[src/rtl/ramp_pkg.sv]
// constants for the ramp-time block: register map, fields, resets, timing
// assumes a 200 MHz mclk and a 32-bit Avalon-MM register port
//
// Contract
// - accel time sets ramp from zero to reference frequency; slope = ref/time
// - decel time sets ramp from reference frequency down to zero
// - reference frequency accepts 1 to 400 Hz, default 50 Hz
// - accel default 5 s small / 15 s large; decel 10 s / 30 s
// - increment selector 0: 0.1 s over 0..3600 s; 1: 0.01 s over 0..360 s
// - changing increment rescales ramp times incl. second set; restart time unchanged
// - second accel/decel times apply only while second-function select is active
// - second accel default 5 s; second decel 9999 means use second accel
// - any ramp time of 0.03 s or less runs as 0.04 s
// - with S-pattern A, set time means time to reach base frequency
// - S-pattern A above base: t = 4/9 T (f/fb)^2 + 5/9 T
// - second-function input on dedicated terminal unless a terminal code is 3
// - second-function select also enables the drive's other second functions
package ramp_pkg;
  localparam longint CLK_FREQ_HZ = 200000000;
  localparam int RAMP_MIN_TIME_MS = 40;
  localparam int RAMP_CLAMP_TIME_MS = 30;
  localparam int MS_PER_CS = 10;
  localparam int RAMP_MIN_CS = RAMP_MIN_TIME_MS / MS_PER_CS;
  localparam int RAMP_CLAMP_CS = RAMP_CLAMP_TIME_MS / MS_PER_CS;
  localparam int CYC_PER_CS_DEF = int'(CLK_FREQ_HZ / 100);
  localparam int INC_RATIO = 10;
  localparam int TIME_MAX_RAW = 36000;
  localparam int FREQ_MAX_CHZ = 40000;
  localparam int REF_MIN_HZ = 1;
  localparam int REF_MAX_HZ = 400;
  localparam int CHZ_PER_HZ = 100;
  localparam logic [15:0] DECEL_SAME_AS_ACCEL = 16'h270f;
  localparam logic [7:0] RT_FUNCTION_CODE = 8'h03;
  localparam logic [7:0] TERM_CODE_RST = 8'hff;
  localparam int TERM_COUNT = 12;
  // register indices, byte address is index times four
  localparam logic [4:0] ACCEL_PRI_IDX = 5'h00;
  localparam logic [4:0] DECEL_PRI_IDX = 5'h01;
  localparam logic [4:0] REF_FREQ_IDX = 5'h02;
  localparam logic [4:0] INC_SEL_IDX = 5'h03;
  localparam logic [4:0] ACCEL_SEC_IDX = 5'h04;
  localparam logic [4:0] DECEL_SEC_IDX = 5'h05;
  localparam logic [4:0] JOG_TIME_IDX = 5'h06;
  localparam logic [4:0] RESTART_IDX = 5'h07;
  localparam logic [4:0] BASE_FREQ_IDX = 5'h08;
  localparam logic [4:0] GAIN_A_IDX = 5'h09;
  localparam logic [4:0] GAIN_B_IDX = 5'h0a;
  localparam logic [4:0] PATTERN_IDX = 5'h0b;
  localparam logic [4:0] TARGET_IDX = 5'h0c;
  localparam logic [4:0] STATUS_IDX = 5'h0d;
  localparam logic [4:0] TERM_BASE_IDX = 5'h10;
  // status fields
  localparam int ST_FREQ_LSB = 0;
  localparam int ST_SECOND_BIT = 16;
  localparam int ST_UP_BIT = 17;
  localparam int ST_DOWN_BIT = 18;
  // reset values, times in raw increments of 0.1 s
  localparam logic [15:0] ACCEL_PRI_SMALL_RST = 16'h0032;
  localparam logic [15:0] ACCEL_PRI_LARGE_RST = 16'h0096;
  localparam logic [15:0] DECEL_PRI_SMALL_RST = 16'h0064;
  localparam logic [15:0] DECEL_PRI_LARGE_RST = 16'h012c;
  localparam logic [15:0] ACCEL_SEC_RST = 16'h0032;
  localparam logic [15:0] JOG_TIME_RST = 16'h0005;
  localparam logic [15:0] RESTART_RST = 16'h0032;
  localparam logic [8:0] REF_FREQ_RST = 9'h032;
  localparam logic [8:0] BASE_FREQ_RST = 9'h032;
  localparam logic [15:0] GAIN_RST = 16'h1388;
endpackage : ramp_pkg

[src/rtl/term_code_mem.sv]
// small memory for the input terminal function codes
// one write port, one read port with registered read data
`timescale 1ns/1ps
module term_code_mem #(
  parameter int DEPTH = 12,
  parameter int WIDTH = 8,
  parameter logic [7:0] RST_VAL = 8'hff
) (
  input wire logic mclk,
  input wire logic rst_n,
  input wire logic wrEn,
  input wire logic [3:0] wrAddr,
  input wire logic [WIDTH-1:0] wrData,
  input wire logic [3:0] rdAddr,
  output logic [WIDTH-1:0] rdData
);
  logic [WIDTH-1:0] mem [DEPTH];

  always_ff @(posedge mclk or negedge rst_n) begin
    if (!rst_n) begin
      for (int i = 0; i < DEPTH; i++) begin
        mem[i] <= RST_VAL[WIDTH-1:0];
      end
      rdData <= '0;
    end else begin
      if (wrEn && (int'(wrAddr) < DEPTH)) begin
        mem[wrAddr] <= wrData;
      end
      rdData <= (int'(rdAddr) < DEPTH) ? mem[rdAddr] : '0;
    end
  end
endmodule : term_code_mem

[src/rtl/accel_decel_time_ramp.sv]
// output-frequency ramp generator with programmable ramp times
// assumes an Avalon-MM master with waitrequest and contact inputs synchronous to mclk
//
// Local design decisions: the register offsets and the Avalon-MM register port.
`timescale 1ns/1ps
module accel_decel_time_ramp #(
  parameter bit LARGE_CAPACITY = 1'b0,
  parameter int CYC_PER_CS = ramp_pkg::CYC_PER_CS_DEF,
  parameter int TERMINALS = ramp_pkg::TERM_COUNT
) (
  input wire logic mclk,
  input wire logic rst_n,
  input wire logic [6:0] address,
  input wire logic read,
  input wire logic write,
  input wire logic [31:0] writedata,
  output logic [31:0] readdata,
  output logic waitrequest,
  input wire logic rtTerminal,
  input wire logic [TERMINALS-1:0] inputTerminals,
  output logic secondFunctionSelect,
  output logic [15:0] outputFreq,
  output logic rampActive
);
  // clamp a written value into a range
  function automatic logic [15:0] clampVal(input logic [31:0] v, input int lo, input int hi);
    if (v < 32'(lo)) begin
      return 16'(lo);
    end else if (v > 32'(hi)) begin
      return 16'(hi);
    end
    return v[15:0];
  endfunction : clampVal

  // raw time to clock cycles, with the short-time floor
  function automatic logic [47:0] timeCycles(input logic [15:0] raw, input logic fine);
    logic [19:0] cs;
    cs = fine ? 20'(raw) : 20'(raw) * 20'(ramp_pkg::INC_RATIO);
    if (cs <= 20'(ramp_pkg::RAMP_CLAMP_CS)) begin
      cs = 20'(ramp_pkg::RAMP_MIN_CS);
    end
    return 48'(cs) * 48'(CYC_PER_CS);
  endfunction : timeCycles

  logic [15:0] accelPri;
  logic [15:0] decelPri;
  logic [15:0] accelSec;
  logic [15:0] decelSec;
  logic [15:0] jogTime;
  logic [15:0] restartTime;
  logic [8:0] refFreqHz;
  logic [8:0] baseFreqHz;
  logic incSel;
  logic patternA;
  logic [15:0] gainA;
  logic [15:0] gainB;
  logic [15:0] targetFreq;
  logic [71:0] acc;
  logic lastUp;
  logic lastCurve;
  logic ack;
  logic [31:0] rdReg;
  logic rdTerm;
  logic [TERMINALS-1:0] rtFlag;
  logic [7:0] memQ;

  // bus decode: every access takes one wait cycle
  wire logic req = read | write;
  wire logic [4:0] idx = address[6:2];
  wire logic wrEn = write & ack;
  wire logic termHit = (idx >= ramp_pkg::TERM_BASE_IDX) &&
                       (idx < 5'(int'(ramp_pkg::TERM_BASE_IDX) + TERMINALS));
  wire logic [3:0] termIdx = 4'(idx - ramp_pkg::TERM_BASE_IDX);
  wire logic [15:0] wrTime = clampVal(writedata, 0, ramp_pkg::TIME_MAX_RAW);
  wire logic [15:0] wrRef = clampVal(writedata, ramp_pkg::REF_MIN_HZ, ramp_pkg::REF_MAX_HZ);
  wire logic [15:0] wrFreq = clampVal(writedata, 0, ramp_pkg::FREQ_MAX_CHZ);

  assign waitrequest = req & ~ack;
  assign readdata = rdTerm ? {24'h0, memQ} : rdReg;

  // a terminal coded 3 takes over the second-function input
  wire logic rtRemapped = |rtFlag;
  assign secondFunctionSelect = rtRemapped ? |(rtFlag & inputTerminals) : rtTerminal;
  // exported so the drive's other second functions follow it
  wire logic secondActive = secondFunctionSelect;

  // second set only while select is active
  wire logic [15:0] accelSel = secondActive ? accelSec : accelPri;
  wire logic [15:0] decelSecEff = (decelSec == ramp_pkg::DECEL_SAME_AS_ACCEL) ?
                                  accelSec : decelSec;
  wire logic [15:0] decelSel = secondActive ? decelSecEff : decelPri;

  wire logic rampUp = outputFreq < targetFreq;
  wire logic rampDown = outputFreq > targetFreq;
  wire logic [47:0] tCyc = timeCycles(rampUp ? accelSel : decelSel, incSel);

  wire logic [15:0] refC = 16'(refFreqHz) * 16'(ramp_pkg::CHZ_PER_HZ);
  wire logic [15:0] baseC = 16'(baseFreqHz) * 16'(ramp_pkg::CHZ_PER_HZ);
  wire logic aboveBase = outputFreq >= baseC;
  wire logic [15:0] slopeRef = patternA ? baseC : refC;
  // above base: df/dt = 9 fb^2 / (8 T f)
  wire logic [35:0] fbSq9 = 36'(baseC) * 36'(baseC) * 36'd9;
  wire logic [71:0] denA = 72'(outputFreq) * 72'(tCyc) * 72'd8;
  wire logic useCurve = patternA & aboveBase;
  wire logic [71:0] num = useCurve ? 72'(fbSq9) : 72'(slopeRef);
  wire logic [71:0] den = useCurve ? denA : 72'(tCyc);
  wire logic [71:0] accSum = acc + num;
  wire logic stepNow = accSum >= den;
  wire logic moving = rampUp | rampDown;
  wire logic dirFlip = moving & (rampUp != lastUp);
  // curve remainder is in other units, so crossing base restarts it
  wire logic curveEdge = useCurve != lastCurve;

  wire logic [31:0] statusWord = {13'h0, rampDown, rampUp, secondActive, outputFreq};
  wire logic [31:0] rdMux =
    (idx == ramp_pkg::ACCEL_PRI_IDX) ? {16'h0, accelPri} :
    (idx == ramp_pkg::DECEL_PRI_IDX) ? {16'h0, decelPri} :
    (idx == ramp_pkg::REF_FREQ_IDX) ? {23'h0, refFreqHz} :
    (idx == ramp_pkg::INC_SEL_IDX) ? {31'h0, incSel} :
    (idx == ramp_pkg::ACCEL_SEC_IDX) ? {16'h0, accelSec} :
    (idx == ramp_pkg::DECEL_SEC_IDX) ? {16'h0, decelSec} :
    (idx == ramp_pkg::JOG_TIME_IDX) ? {16'h0, jogTime} :
    (idx == ramp_pkg::RESTART_IDX) ? {16'h0, restartTime} :
    (idx == ramp_pkg::BASE_FREQ_IDX) ? {23'h0, baseFreqHz} :
    (idx == ramp_pkg::GAIN_A_IDX) ? {16'h0, gainA} :
    (idx == ramp_pkg::GAIN_B_IDX) ? {16'h0, gainB} :
    (idx == ramp_pkg::PATTERN_IDX) ? {31'h0, patternA} :
    (idx == ramp_pkg::TARGET_IDX) ? {16'h0, targetFreq} :
    (idx == ramp_pkg::STATUS_IDX) ? statusWord : 32'h0;

  term_code_mem #(
    .DEPTH(TERMINALS),
    .WIDTH(8),
    .RST_VAL(ramp_pkg::TERM_CODE_RST)
  ) codes (
    .mclk(mclk),
    .rst_n(rst_n),
    .wrEn(wrEn & termHit),
    .wrAddr(termIdx),
    .wrData(writedata[7:0]),
    .rdAddr(termIdx),
    .rdData(memQ)
  );

  always_ff @(posedge mclk or negedge rst_n) begin
    if (!rst_n) begin
      ack <= 1'b0;
      rdReg <= 32'h0;
      rdTerm <= 1'b0;
    end else begin
      ack <= req & ~ack;
      rdTerm <= read & ~ack & termHit;
      rdReg <= (read & ~ack) ? rdMux : 32'h0;
    end
  end

  // time settings
  always_ff @(posedge mclk or negedge rst_n) begin
    if (!rst_n) begin
      accelPri <= LARGE_CAPACITY ? ramp_pkg::ACCEL_PRI_LARGE_RST : ramp_pkg::ACCEL_PRI_SMALL_RST;
      decelPri <= LARGE_CAPACITY ? ramp_pkg::DECEL_PRI_LARGE_RST : ramp_pkg::DECEL_PRI_SMALL_RST;
      accelSec <= ramp_pkg::ACCEL_SEC_RST;
      decelSec <= ramp_pkg::DECEL_SAME_AS_ACCEL;
      jogTime <= ramp_pkg::JOG_TIME_RST;
      restartTime <= ramp_pkg::RESTART_RST;
      incSel <= 1'b0;
    end else if (wrEn) begin
      // raw values clamp to the range of either increment
      if (idx == ramp_pkg::ACCEL_PRI_IDX) begin
        accelPri <= wrTime;
      end
      if (idx == ramp_pkg::DECEL_PRI_IDX) begin
        decelPri <= wrTime;
      end
      if (idx == ramp_pkg::ACCEL_SEC_IDX) begin
        accelSec <= wrTime;
      end
      if (idx == ramp_pkg::DECEL_SEC_IDX) begin
        decelSec <= wrTime;
      end
      if (idx == ramp_pkg::JOG_TIME_IDX) begin
        jogTime <= wrTime;
      end
      // restart time always counts in 0.1 s, so the selector never moves it
      if (idx == ramp_pkg::RESTART_IDX) begin
        restartTime <= wrTime;
      end
      // raw counts kept, so every scaled time shifts by the ratio
      if (idx == ramp_pkg::INC_SEL_IDX) begin
        incSel <= writedata[0];
      end
    end
  end

  // frequency settings
  always_ff @(posedge mclk or negedge rst_n) begin
    if (!rst_n) begin
      refFreqHz <= ramp_pkg::REF_FREQ_RST;
      baseFreqHz <= ramp_pkg::BASE_FREQ_RST;
      gainA <= ramp_pkg::GAIN_RST;
      gainB <= ramp_pkg::GAIN_RST;
      patternA <= 1'b0;
      targetFreq <= 16'h0;
    end else if (wrEn) begin
      if (idx == ramp_pkg::REF_FREQ_IDX) begin
        refFreqHz <= wrRef[8:0];
      end
      if (idx == ramp_pkg::BASE_FREQ_IDX) begin
        baseFreqHz <= wrRef[8:0];
      end
      // gains only change by their own writes
      if (idx == ramp_pkg::GAIN_A_IDX) begin
        gainA <= wrFreq;
      end
      if (idx == ramp_pkg::GAIN_B_IDX) begin
        gainB <= wrFreq;
      end
      if (idx == ramp_pkg::PATTERN_IDX) begin
        patternA <= writedata[0];
      end
      if (idx == ramp_pkg::TARGET_IDX) begin
        targetFreq <= wrFreq;
      end
    end
  end

  // shadow of which terminals carry the second-function code
  always_ff @(posedge mclk or negedge rst_n) begin
    if (!rst_n) begin
      rtFlag <= '0;
    end else if (wrEn && termHit) begin
      rtFlag[termIdx] <= (writedata[7:0] == ramp_pkg::RT_FUNCTION_CODE);
    end
  end

  // fractional accumulator: one 0.01 Hz step each time it overflows the period
  always_ff @(posedge mclk or negedge rst_n) begin
    if (!rst_n) begin
      acc <= 72'h0;
      lastUp <= 1'b0;
      lastCurve <= 1'b0;
      outputFreq <= 16'h0;
    end else begin
      lastUp <= rampUp;
      lastCurve <= useCurve;
      if (!moving || dirFlip || curveEdge) begin
        acc <= 72'h0;
      end else if (stepNow) begin
        // fixed single step, stops on target
        acc <= accSum - den;
        outputFreq <= rampUp ? outputFreq + 16'h1 : outputFreq - 16'h1;
      end else begin
        // slope may change here, frequency and remainder carry on
        acc <= accSum;
      end
    end
  end

  assign rampActive = moving;
endmodule : accel_decel_time_ramp

[config.mk]
export PLATFORM = sky130hd
export DESIGN_NAME = accel_decel_time_ramp
export DESIGN_NICKNAME = d
export VERILOG_FILES = /design/src/rtl/ramp_pkg.sv /design/src/rtl/term_code_mem.sv /design/src/rtl/accel_decel_time_ramp.sv
export SDC_FILE = /design/constraint.sdc
export NUM_CORES = 2
export LEC_CHECK = 0
export BUFFER_PORTS_ARGS = -buffer_cell sky130_fd_sc_hd__buf_2
export CAP_MARGIN = 10
export CORE_ASPECT_RATIO = 0.8
export CORE_MARGIN = 2
export CORE_UTILIZATION = 61
export DETAILED_ROUTE_END_ITERATION = 7
export PLACE_DENSITY = 0.78
export SLEW_MARGIN = 40
export SYNTH_ARGS = -nofsm -noshare
export SYNTH_HDL_FRONTEND = slang
export SYNTH_HIERARCHICAL = 1
export SYNTH_SLANG_ARGS = --single-unit
[constraint.sdc]
create_clock -name mclk -period 27.7 [get_ports mclk]
set_clock_uncertainty 0.05 [all_clocks]
set_input_delay 2.77 -clock mclk [delete_from_list [all_inputs] [get_ports mclk]]
set_output_delay 2.77 -clock mclk [all_outputs]
set_load 0.005 [all_outputs]
==> qor.yml <==
clock_tree.htree_level_count: 2
port_buffers: 91
final.hold.worst_slack_ns: 0.430
die_width_um: 342
total_via_count_in_the_routed_design: 45900
die_area_mm2: 0.0936
number_of_synthesized_flops_with_an_enable_pin: 0
fp.coreArea_mm2: 0.0908
cpMaxStageDelayCell: "sky130_fd_sc_hd__or4b_1"
max_clock_freq_mhz: 40.8
drt-vias-per-instance: 6.13
root_buffer: "sky130_fd_sc_hd__clkbuf_16"
worst_setup_path_endpoint: "outputFreq[15]"
crit_fanout: 35
async_set_reset_flop_share_out_of_synthesis_pct: 100
post_detail_place_hpwl_mm: 116
path_class: "in -> reg"
final_max_slew_viol_count: 0
yosys.cell_types.count: 96
worst_setup_hold_path_clk_slew_ns: 0.07
first_drt_pass_iteration_count: 8
cts.repair.resized: 0
detailedRoute.firstIterationViolations: 4285
layout_worst_path_cycle_share_pct: 88.5
setup.worst_path.start: "inputTerminals[1]"
nFillCells: 7332
synth_warnings: 6
flow.area_growth_from_synthesis_pct: 5.93
cts_sinks: 389
worst_slew_margin_rel_pct: 43.1
reg2reg_from: "outputFreq[4]"
max_clock_buf_depth: 3
number_of_buffers_inserted_during_clock_tree_synthesis: 43
io_pins: 107
rows: 99
synth.yosys.seq_area_share_pct: 17.8
totalNegativeSetupSlack_ns: 0
failed_checks: "DRC"
worst-path-buf-inv: 11
maximum_number_of_pins_on_one_net_before_global_route_repair: 103
final_core_util_pct: 64.9
gp_routability_congestion: 0.956
die_height_um: 274
clkLatencyLatePin_ns: 0.62
reg2reg_setup_slack_ns: 4.27
cp-start-kind: "primary input"
grt_pass1_vias: 46000
setup-violations-final: 0
initial_utilization_pct: 61.3
timing.max_cap.violations: 0
worstSetupPathDepth: 74
layout-drive-gt1-share_pct: 9.85
cp.required_ns: 28.11
worstSetupEndpointType: "flip-flop"
ys_dominant_reg_cell: "sky130_fd_sc_hd__dfrtp_1"
routed_wirelength_mm: 155
path_common_cell: "sky130_fd_sc_hd__fa_1"
postCtsSetupRepairBufs: 0
grtUsageTotal_pct: 33.4
hold_path_class: "reg -> reg"
synth_seq_cells: 389
tritoncts: "yes"
route.detailed.wl_per_inst_um: 20.7
grt_setup_unrepaired: "no"
mappedNetlistArea_mm2: 0.0556
grt.overflow.total: 0
worst_path_dominant_cell_family: "adder cells"
synthesis.instances: 6277
cts_hold_buf: 0
worst-r2r-cell-count: 76
status: "finished with violations"
drt.antenna.violating_nets: 0
min_period_ns: 24.51
drc: 7
max_slew.worst_pin.slew_ns: 0.854
grt_first_pass_wirelength_mm: 249
cp_slowest_stage_delay_ns: 0.68
critPathArrivalTime_ns: 24.92
antennaDiodeCount: 0
finalHoldViolCount: 0
nets: 7528
antenna_found_initial: 3
synthesis.area_per_instance_um2: 8.86
worst_r2r_endpoint: "outputFreq[15]"
per-layer routing:
layer	up-vias	GRT usage, %	routed length (um)
li1	20700	-	-
met1	22600	47.2	65400
met2	2248	50.6	67600
met3	343	9.26	17800
met4	4	9.22	4360
met5	-	0	34
placed cells by master (no fill, tap or decap), types with 97 or more instances in the layout:
master                      n
sky130_fd_sc_hd__mux2_2   103
sky130_fd_sc_hd__and2_1   199
sky130_fd_sc_hd__o21ai_0  323
sky130_fd_sc_hd__ha_1     597
sky130_fd_sc_hd__inv_1    806
sky130_fd_sc_hd__fa_1     645
sky130_fd_sc_hd__nor2_1   342
sky130_fd_sc_hd__dfstp_2  134
sky130_fd_sc_hd__xnor2_1  180
sky130_fd_sc_hd__nand2_1  857
sky130_fd_sc_hd__a21o_1   110
sky130_fd_sc_hd__a21oi_1  340
sky130_fd_sc_hd__xor2_1    97
sky130_fd_sc_hd__dfrtp_1  253
stage by stage:
stage | worst slack (ns) | std cells | area (um2)
3_5_place_dp | 3.00 | 7395 | 57300
3_3_place_gp | 3.14 | 7395 | 57200
4_1_cts | 3.57 | 7475 | 58900
5_1_grt | 2.36 | 7476 | 58900
6_report | 3.19 | 7476 | 58900
2_1_floorplan | 6.28 | 6289 | 55700
logic make-up after synthesis:
group / after synthesis / share of synthesized area (%)
AND/OR/NAND/NOR: 1884 / 15.6
buffers and inverters: 1088 / 7.60
adder cells (fa/ha/maj): 1243 / 36.7
flip-flops: 389 / 17.8
other: 1 / 0.00674
AO/OA/AOI/OAI: 1179 / 13.2
XOR/XNOR: 288 / 4.53
multiplexers: 205 / 4.58
synthesized netlist by cell type, types with 110 or more instances:
cell,instances,area share (%)
sky130_fd_sc_hd__dfstp_2,134,6.3
sky130_fd_sc_hd__a21o_1,110,1.5
sky130_fd_sc_hd__dfrtp_1,255,11
sky130_fd_sc_hd__clkbuf_1,220,1.5
sky130_fd_sc_hd__fa_1,646,23
sky130_fd_sc_hd__nand2_1,867,5.9
sky130_fd_sc_hd__nor2_1,346,2.3
sky130_fd_sc_hd__inv_1,806,5.4
sky130_fd_sc_hd__o21ai_0,324,2.9
sky130_fd_sc_hd__a21oi_1,341,3.1
sky130_fd_sc_hd__and2_1,199,2.2
sky130_fd_sc_hd__ha_1,597,13
sky130_fd_sc_hd__xnor2_1,190,3.0
sequential cells by signal, summed over array words and instances (netlist names), 8 cells and up:
register,flops
acc,70
accelPri,16
accelSec,16
baseFreqHz,9
codes/mem,96
codes/rdData,8
decelPri,16
decelSec,16
gainA,16
gainB,16
jogTime,16
outputFreq,16
rdReg,19
refFreqHz,9
restartTime,16
rtFlag,12
targetFreq,16
worst register-to-register path: cells and delay by family, from the launching register on:
kind / cells / cell delay [ns]
flip-flops: 1 / 0.33
adder cells (fa/ha/maj): 18 / 8.07
AO/OA/AOI/OAI: 22 / 5.68
multiplexers: 2 / 0.74
buffers and inverters: 10 / 2.24
AND/OR/NAND/NOR: 21 / 5.44
XOR/XNOR: 3 / 0.72
worst min path at each step:
stage / from / slack [ns] / to / cells after the start
3_3_place_gp: jogTime[10] / 0.41 / jogTime[10] / 2
2_1_floorplan: jogTime[10] / 0.39 / jogTime[10] / 2
6_report: gainA[9] / 0.43 / gainA[9] / 2
4_1_cts: gainA[9] / 0.43 / gainA[9] / 2
3_5_place_dp: gainA[2] / 0.42 / gainA[2] / 2
5_1_grt: gainA[8] / 0.45 / gainA[8] / 2
final cells by class:
cell class | instances | area, um2 | area share, %
Inverter | 811 | 3040 | 5.17
Multi-Input combinational cell | 4812 | 41800 | 71.0
Clock inverter | 22 | 297 | 0.503
Clock buffer | 58 | 1230 | 2.09
Timing Repair Buffer | 172 | 1110 | 1.88
Sequential cell | 389 | 9900 | 16.8
Tap cell | 1212 | 1520 | 2.57
Power is left out: the tool's default activity adds up to more than one toggle a clock period on the data nets, which glitch-free logic cannot reach.
